--- config.mk ---
export PLATFORM = sky130hd
export DESIGN_NAME = sink_path_state_control
export DESIGN_NICKNAME = d
export VERILOG_FILES = /design/src/sink_ctrl_pkg.sv /design/src/pin_sync.sv /design/src/interval_timer.sv /design/src/sink_path_state_control.sv
export SDC_FILE = /design/constraint.sdc
export NUM_CORES = 1
export LEC_CHECK = 0
export ABC_AREA = 1
export BUFFER_PORTS_ARGS = -buffer_cell sky130_fd_sc_hd__buf_2
export CAP_MARGIN = 20
export CORE_ASPECT_RATIO = 2
export CORE_UTILIZATION = 45
export DETAILED_ROUTE_END_ITERATION = 8
export GPL_TIMING_DRIVEN = 0
export MAX_ROUTING_LAYER = met4
export PLACE_DENSITY_LB_ADDON = 0.12
export SKIP_CTS_REPAIR_TIMING = 1
export SLEW_MARGIN = 20
export SYNTH_ARGS = -nofsm -noshare
export SYNTH_HDL_FRONTEND = slang
export SYNTH_SLANG_ARGS = --single-unit
--- constraint.sdc ---
create_clock -name pclk -period 3.8 [get_ports pclk]
set_clock_uncertainty 0.1 [all_clocks]
set_input_delay 0.38 -clock pclk [delete_from_list [all_inputs] [get_ports pclk]]
set_output_delay 0.38 -clock pclk [all_outputs]
set_load 0.02 [all_outputs]
--- src/sink_ctrl_pkg.sv ---
// Purpose: shared constants and types of the sink path state control
// Assumes: pclk at 10 MHz, APB register access
// Notes: interval figures are plain defaults, top module may shorten them
// Behaviour
// - valid input supply feeds aux output, regulator off
// - no input, bus present: regulator feeds aux
// - source choice uses UV comparators and levels
// - sink waits for input stable interval
// - bus undervoltage keeps sink path off
// - stable input, bus ok, request: path on
// - stable input takes over seamlessly, no reset
// - input to regulator may take internal reset
// - disabled: path and protections off, UVLO on
// - disabled to sink on aux 0, sink 1, bus ok
// - sink: path on, protections active
// - sink to disabled when both enables 0
// - sink to fault on overvoltage or overtemperature
// - fault entry switches path off
// - fault leaves on enable low or cleared events
// - fault pin low only for voltage/temperature faults
// - grounded input supply: bus-only operation, same states
// - reverse current: path off, no fault, auto re-enable
// - fault held low for hold interval, then released
// - die overtemperature disables path and regulator
package sink_ctrl_pkg;
	localparam int unsigned CLK_MHZ = 10;
	localparam int unsigned INPUT_STABLE_US = 10000;
	localparam int unsigned FAULT_HOLD_US = 5000;
	localparam int unsigned INPUT_STABLE_CYC = INPUT_STABLE_US * CLK_MHZ;
	localparam int unsigned FAULT_HOLD_CYC = FAULT_HOLD_US * CLK_MHZ;

	localparam logic [7:0] ADDR_CTRL = 8'h00;
	localparam logic [7:0] ADDR_STATUS = 8'h04;
	localparam logic [7:0] ADDR_EVENTS = 8'h08;
	localparam logic [31:0] CTRL_RST = 32'h0000_0000;
	localparam logic [1:0] EVENTS_RST = 2'h0;
	localparam int unsigned CTRL_SINK_BLOCK = 0;
	localparam int unsigned EV_RESET_SEEN = 0;
	localparam int unsigned EV_FAULT_SEEN = 1;

	localparam int unsigned N_PINS = 11;
	localparam int unsigned P_SYS_OK = 0;
	localparam int unsigned P_BUS_OK = 1;
	localparam int unsigned P_SYS_ABOVE = 2;
	localparam int unsigned P_SINK_EN = 3;
	localparam int unsigned P_AUX_EN = 4;
	localparam int unsigned P_OV_GND = 5;
	localparam int unsigned P_OV_EV = 6;
	localparam int unsigned P_PATH_OT = 7;
	localparam int unsigned P_REV = 8;
	localparam int unsigned P_DIE_OT = 9;
	localparam int unsigned P_AUX_LOW = 10;

	typedef enum logic [1:0] {
		ST_DISABLED = 2'b00,
		ST_SINK = 2'b01,
		ST_SINK_FAULT = 2'b10
	} sink_state_type;
endpackage : sink_ctrl_pkg

--- src/pin_sync.sv ---
// Purpose: two-flop synchroniser bank for asynchronous pins
// Assumes: each bit is an independent level
// Notes: first stage feeds the second stage only
`timescale 1ns/1ps
module pin_sync #(
	parameter int unsigned W = 1
) (
	input wire logic pclk,
	input wire logic presetn,
	input wire logic ce,
	input wire logic [W-1:0] d,
	output logic [W-1:0] q
);
	logic [W-1:0] meta_r;
	genvar i;
	generate
		for (i = 0; i < W; i++) begin : g_bit
			always_ff @(posedge pclk or negedge presetn) begin
				if (!presetn) begin
					meta_r[i] <= 1'b0;
					q[i] <= 1'b0;
				end else if (ce) begin
					meta_r[i] <= d[i];
					q[i] <= meta_r[i];
				end
			end
		end
	endgenerate
endmodule : pin_sync

--- src/interval_timer.sv ---
// Purpose: counts cycles while run is high, flags done at COUNT
// Assumes: run low clears the count at once
// Notes: done is registered and stays high while run stays high
`timescale 1ns/1ps
module interval_timer #(
	parameter int unsigned COUNT = 16
) (
	input wire logic pclk,
	input wire logic presetn,
	input wire logic ce,
	input wire logic run,
	output logic done
);
	localparam int unsigned CW = $clog2(COUNT + 1);
	localparam logic [CW-1:0] LAST = CW'(COUNT);
	logic [CW-1:0] cnt_r;
	logic [CW-1:0] cnt_nxt;

	assign cnt_nxt = !run ? '0 : (cnt_r == LAST) ? cnt_r : cnt_r + 1'b1;

	always_ff @(posedge pclk or negedge presetn) begin
		if (!presetn) begin
			cnt_r <= '0;
			done <= 1'b0;
		end else if (ce) begin
			cnt_r <= cnt_nxt;
			done <= run && (cnt_nxt == LAST);
		end
	end
endmodule : interval_timer

--- src/sink_path_state_control.sv ---
// Purpose: supply selection, sink path state machine and fault pin
// Assumes: comparator levels arrive asynchronously, APB master on pclk
// Notes: ce low freezes everything, the APB slave included
`timescale 1ns/1ps
module sink_path_state_control
	import sink_ctrl_pkg::*;
#(
	parameter int unsigned STABLE_CYC = INPUT_STABLE_CYC,
	parameter int unsigned HOLD_CYC = FAULT_HOLD_CYC
) (
	input wire logic pclk,
	input wire logic presetn,
	input wire logic ce,
	input wire logic psel,
	input wire logic penable,
	input wire logic pwrite,
	input wire logic [7:0] paddr,
	input wire logic [31:0] pwdata,
	output logic [31:0] prdata,
	output logic pready,
	output logic pslverr,
	input wire logic system_supply_ok,
	input wire logic bus_supply_ok,
	input wire logic system_above_bus,
	input wire logic sink_enable_in,
	input wire logic aux_enable_in,
	input wire logic overvoltage_sense_grounded,
	input wire logic overvoltage_event,
	input wire logic path_over_temperature,
	input wire logic reverse_current_guard,
	input wire logic over_temperature_trip,
	input wire logic aux_supply_low,
	output logic input_supply_switch,
	output logic bus_regulator_en,
	output logic sink_path_on,
	output logic fault_n_out_o,
	output logic fault_n_out_oe,
	output logic internal_reset
);
	// ****************************************
	// pin synchronisation
	// ****************************************
	logic [N_PINS-1:0] pins_raw;
	logic [N_PINS-1:0] pins;

	assign pins_raw = {aux_supply_low, over_temperature_trip, reverse_current_guard,
		path_over_temperature, overvoltage_event, overvoltage_sense_grounded,
		aux_enable_in, sink_enable_in, system_above_bus, bus_supply_ok,
		system_supply_ok};

	pin_sync #(.W(N_PINS)) u_sync (
		.pclk(pclk),
		.presetn(presetn),
		.ce(ce),
		.d(pins_raw),
		.q(pins)
	);

	wire sys_ok = pins[P_SYS_OK];
	wire bus_ok = pins[P_BUS_OK];
	wire sys_above = pins[P_SYS_ABOVE];
	wire aux_en = pins[P_AUX_EN];
	wire ov_gnd = pins[P_OV_GND];
	wire path_ot = pins[P_PATH_OT];
	wire rev = pins[P_REV];
	wire die_ot = pins[P_DIE_OT];
	wire aux_low = pins[P_AUX_LOW];
	// a grounded sense pin means the overvoltage check is off
	wire ov_act = pins[P_OV_EV] && !ov_gnd;

	// ****************************************
	// registers and timers
	// ****************************************
	logic [31:0] ctrl_r;
	logic [1:0] events_r;
	logic [1:0] events_nxt;
	sink_state_type state_r;
	sink_state_type state_nxt;
	logic stable_done;
	logic hold_done;

	wire sink_req = pins[P_SINK_EN] && !ctrl_r[CTRL_SINK_BLOCK];

	// stability count restarts whenever the input supply dips
	interval_timer #(.COUNT(STABLE_CYC)) u_stable (
		.pclk(pclk),
		.presetn(presetn),
		.ce(ce),
		.run(sys_ok),
		.done(stable_done)
	);

	interval_timer #(.COUNT(HOLD_CYC)) u_hold (
		.pclk(pclk),
		.presetn(presetn),
		.ce(ce),
		.run(fault_n_out_oe),
		.done(hold_done)
	);

	// ****************************************
	// supply source selection
	// ****************************************
	// stay on input while valid; move back only once stable and higher
	// an idle regulator has nothing to hand over, so a valid input is taken at once
	wire use_input_nxt = sys_ok &&
		(input_supply_switch || !bus_regulator_en || (stable_done && sys_above));
	wire regulator_nxt = !use_input_nxt && bus_ok && !die_ot;
	// sag of the aux rail while on the regulator restarts the control
	wire soft_rst = bus_regulator_en && aux_low;

	always_ff @(posedge pclk or negedge presetn) begin
		if (!presetn) begin
			input_supply_switch <= 1'b0;
			bus_regulator_en <= 1'b0;
			internal_reset <= 1'b0;
		end else if (ce) begin
			input_supply_switch <= use_input_nxt;
			bus_regulator_en <= regulator_nxt;
			internal_reset <= soft_rst;
		end
	end

	// ****************************************
	// state machine
	// ****************************************
	// without an input supply there is nothing to wait for
	wire gate_ok = stable_done || !sys_ok;
	wire fault_evt = ov_act || path_ot;
	wire go_sink = !aux_en && sink_req && bus_ok && gate_ok;

	always_comb begin
		state_nxt = state_r;
		unique case (state_r)
			ST_DISABLED: begin
				if (go_sink) begin
					state_nxt = ST_SINK;
				end
			end
			ST_SINK: begin
				if (!aux_en && !sink_req) begin
					state_nxt = ST_DISABLED;
				end else if (fault_evt) begin
					state_nxt = ST_SINK_FAULT;
				end
			end
			ST_SINK_FAULT: begin
				if (!sink_req) begin
					state_nxt = ST_DISABLED;
				end else if (!fault_evt) begin
					state_nxt = ST_SINK;
				end
			end
			default: begin
				state_nxt = ST_DISABLED;
			end
		endcase
		if (soft_rst) begin
			state_nxt = ST_DISABLED;
		end
	end

	// path follows the next state so fault entry opens it at once
	wire path_nxt = (state_nxt == ST_SINK) && bus_ok && !rev && !die_ot && gate_ok;

	// protections are only armed outside the disabled state
	wire fault_cond = (state_r != ST_DISABLED) && fault_evt;
	logic fault_oe_nxt;
	always_comb begin
		fault_oe_nxt = fault_n_out_oe;
		if (soft_rst) begin
			fault_oe_nxt = 1'b0;
		end else if (fault_cond) begin
			fault_oe_nxt = 1'b1;
		end else if (hold_done) begin
			fault_oe_nxt = 1'b0;
		end
	end

	always_ff @(posedge pclk or negedge presetn) begin
		if (!presetn) begin
			state_r <= ST_DISABLED;
			sink_path_on <= 1'b0;
			fault_n_out_oe <= 1'b0;
			fault_n_out_o <= 1'b0;
		end else if (ce) begin
			state_r <= state_nxt;
			sink_path_on <= path_nxt;
			fault_n_out_oe <= fault_oe_nxt;
			fault_n_out_o <= 1'b0;
		end
	end

	// ****************************************
	// APB slave
	// ****************************************
	// one wait state: pready rises in the second access cycle
	wire acc = psel && penable;
	wire fire = acc && pready;
	wire hit_ctrl = paddr == ADDR_CTRL;
	wire hit_status = paddr == ADDR_STATUS;
	wire hit_events = paddr == ADDR_EVENTS;
	wire bad = !(hit_ctrl || hit_status || hit_events) || (pwrite && hit_status);
	wire wr_ctrl = fire && pwrite && hit_ctrl;
	wire wr_events = fire && pwrite && hit_events;

	wire [31:0] status_word = {24'h00_0000, bus_ok, stable_done, bus_regulator_en,
		input_supply_switch, fault_n_out_oe, sink_path_on, state_r};
	wire [31:0] rd_word = hit_ctrl ? ctrl_r :
		hit_status ? status_word :
		hit_events ? {30'h0000_0000, events_r} : 32'h0000_0000;

	// set beats clear when both land in one cycle
	wire [1:0] ev_set = {fault_oe_nxt && !fault_n_out_oe, soft_rst};
	wire [1:0] ev_clr = wr_events ? pwdata[1:0] : 2'h0;
	assign events_nxt = (events_r & ~ev_clr) | ev_set;

	always_ff @(posedge pclk or negedge presetn) begin
		if (!presetn) begin
			ctrl_r <= CTRL_RST;
			events_r <= EVENTS_RST;
			pready <= 1'b0;
			pslverr <= 1'b0;
			prdata <= 32'h0000_0000;
		end else if (ce) begin
			events_r <= events_nxt;
			pready <= acc && !pready;
			pslverr <= acc && !pready && bad;
			prdata <= (acc && !pready && !pwrite) ? rd_word : 32'h0000_0000;
			if (wr_ctrl) begin
				ctrl_r <= {31'h0000_0000, pwdata[CTRL_SINK_BLOCK]};
			end
		end
	end
endmodule : sink_path_state_control

==> results.md <==
* Startpoint types: flop
* Iteration-0 DRC Markers at 225
* First-pass GRT wire length at approximately 20000 um
* Fmax at 0.4838 GHz
* # diodes at 0
* GPL Wtd Cong at approximately 0.94
* Die area at 10640 um2
* CP max stage delay at 0.43 ns
* Die Ht at 144.9 um
* Top Ports at 97
* CP max FO at 5
* Area delta synth->final at 17.51%
* Core area at around 9800 um2
* Actual slew at the worst max-slew pin at 0.5852 ns
* Share of cells above drive strength 1 at 16.21%
* Seq/Total Area, Yosys at 41.94%
* Critical Path AT at approximately 2.2 ns
* Max stage delay cell, worst path: dfrtp_1
* Peak supply drop at roughly 0.00030 V
* LEAKAGE at 2.599 nW
* Slew Viols, Final at 0
* Cell with the most instances after synthesis: nand2_1
* FP Rows at 51
* Syn_area_per_cell at 7.123 um2
* Largest net degree at the start of global routing at 42
* Async set-reset flop share out of synthesis at 100.0%
* Fin crit period at a little over 2 ns
* Post-synth EDFFs at 0
* Status: completed
* Post-Place Cells at between 800 and 900
* Yosys Warn Count at 0
* Clock latency on the worst-skew pair at 0.34 ns
* Slew Limit Headroom at 60.99%
* Worst path cell trace: ha_1 > nand2_1 > nor2_2 > nand4_1 > nand2_1 > nand2_1 > nor2_1 > nand3_1 > nor2_1 > nand3_1 > nand2_1
* Synth area leader: dfrtp_1
* Max Cap Viol at 0
* HPWL Detailed at ~9500 um
* Initial DRT Pass Iterations at 5
* Reg clk slew, reported paths at about 0.060 ns
* Starting Density at 46.75%
* Crit share post-route at 54.39%
* Post-Layout Cell Count at 860
* Clock Path Buffers at 2
* Critical Path RT at just under 4 ns
* CP dominant cell by count: nand2_1
* Final setup vio count at 0
* Most frequent cells after synthesis: nand2_1, dfrtp_1, inv_1
* Total track usage at between 20 and 30%
* Antenna Violating Nets Remaining at 0
* Routed WL per cell at 14.31 um
* Crit Path Category: reg -> reg
* H-tree levels at 3
* Top cells by area, synth: dfrtp_1, nand2_1, o21ai_0
* CTS sink cnt at 77
* Via-to-Cell Ratio at 5.024
* Die Width at 73.45 um
* #FFs+latches synth at 77
* Synth Cell Area at 4594 um2
* Routed Wire Length at 12310 um
* # DRC at 0
* Total gr overflow at 0
* Initial antenna violation count at 0
* Hold Fails Final Rpt at 0
* CTS root buf: clkbuf_16
* RSZ-0062 raised after global routing: no
* Number of global-route vias before repair at roughly 4.3k
* Synth Instances at 645
* Power per cell area at between 300 and 400 nW/um2
* NumNets Final at 784
* IO Port Bufs at 41
* Top_reg_cell synth: dfrtp_1
* Hold WC Path Type: in -> reg
* Unique cell type count in the Yosys netlist at 35
* Yosys top cell area share at 41.94%
* Setup TNS at 0 ns
* Crit end category: flop
* Vias at about 4.3k
* Num CTS Buffers at 9
* TritonCTS clock tree: yes
[metrics by stage]
| step | total power, W | util [%] | hold WS, ns | instance area, um2 | setup slack, ns |
|---|---|---|---|---|---|
| 6_report | 0.002036 | 54.94 | 0.1446 | 5399 | 1.733 |
| 5_1_grt | 0.002117 | 54.94 | 0.1362 | 5399 | 1.606 |
| 4_1_cts | 0.002055 | 54.84 | -0.07311 | 5389 | 1.757 |
| 3_5_place_dp | 0.001146 | 51.67 | 0.2970 | 5077 | 1.778 |
| 3_3_place_gp | 0.001135 | 51.44 | 0.3553 | 5055 | 1.659 |
| 2_1_floorplan | 0.001054 | - | -0.01559 | 4684 | 2.202 |
[area by class of cell]
| class | instances | area (um2) |
|---|---|---|
| Clock inverter | 4 | 55.05 |
| Timing Repair Buffer | 43 | 237.7 |
| Tap cell | 132 | 165.2 |
| Multi-Input combinational cell | 473 | 2202 |
| Buffer | 48 | 289.0 |
| Inverter | 71 | 266.5 |
| Fill cell | 1005 | 4428 |
| Sequential cell | 77 | 1927 |
| Clock buffer | 12 | 256.5 |
[where the power goes]
| group | total [W] | switching [W] | internal [W] |
|---|---|---|---|
| clock network | 0.000905 | 0.000356 | 0.000549 |
| registers | 0.000892 | 0.0000300 | 0.000862 |
| logic | 0.000240 | 0.000160 | 0.0000792 |
[sequential cells by signal, indices dropped and copies added (netlist names)]
name / flops
u_stable.cnt_r: 17
u_hold.cnt_r: 16
u_sync.meta_r: 11
u_sync.q: 11
prdata: 8
events_r: 2
state_r: 2
bus_regulator_en: 1
ctrl_r: 1
fault_n_out_oe: 1
input_supply_switch: 1
internal_reset: 1
pready: 1
pslverr: 1
sink_path_on: 1
u_hold.done: 1
u_stable.done: 1
[cell families (layout without fill, tap and decap cells)]
kind of cell	after synthesis	in the layout	share of synthesized area, %
other	1	25	0.08162
AOI/OAI and AO/OA	82	82	9.531
buffers and inverters	119	178	12.09
xor gates and xnor gates	5	5	0.9531
adders and majority gates	4	4	1.089
DFF	77	77	41.94
and+or+nand+nor	357	357	34.31
[critical path, delay by kind of cell, from the launching register on]
| kind | cells | cell delay, ns |
|---|---|---|
| adders and majority gates | 1 | 0.29 |
| and+or+nand+nor | 10 | 1.19 |
| DFF | 1 | 0.43 |
[final timing paths]
path / endpoint / slack (ns) / cells after the start / start
hold reg to reg: bus_regulator_en / 0.37 / 1 / u_sync.q[9]
min in group asynchronous: u_stable.cnt_r[7] / 0.46 / 2 / presetn
max in group asynchronous: u_hold.cnt_r[0] / 2.53 / 3 / presetn
setup reg to reg: u_stable.done / 1.73 / 11 / u_stable.cnt_r[0]
setup / recovery: u_stable.done / 1.73 / 11 / u_stable.cnt_r[0]
hold / removal: u_sync.meta_r[5] / 0.14 / 3 / overvoltage_sense_grounded
[cells in the final DEF, fill, tap and decap left out, types with 2 or more instances in the layout]
cell type	n
nand2_1	186
dfrtp_1	77
inv_1	67
nor2_1	61
o21ai_0	61
nand3_1	59
buf_2	48
buf_4	27
conb_1	25
nand4_1	19
clkbuf_1	13
a21oi_1	9
clkbuf_16	9
nand2_2	7
nor3_1	5
nor2_2	5
xor2_1	5
nor2_4	5
inv_2	4
ha_1	4
nand3_2	3
o211ai_1	3
o22ai_1	2
o32ai_1	2
o31ai_1	2
or2_1	2
clkbuf_8	2
[routing by layer]
layer | vias to the layer above | GRT usage, % | wire length, um
met1 | 2006 | 26.84 | 4804
met4 | 0 | 14.17 | 473
met5 | - | - | 0
met2 | 107 | 45.53 | 6684
li1 | 2176 | - | -
met3 | 32 | 3.947 | 344
(Power assumes the default switching activity.)
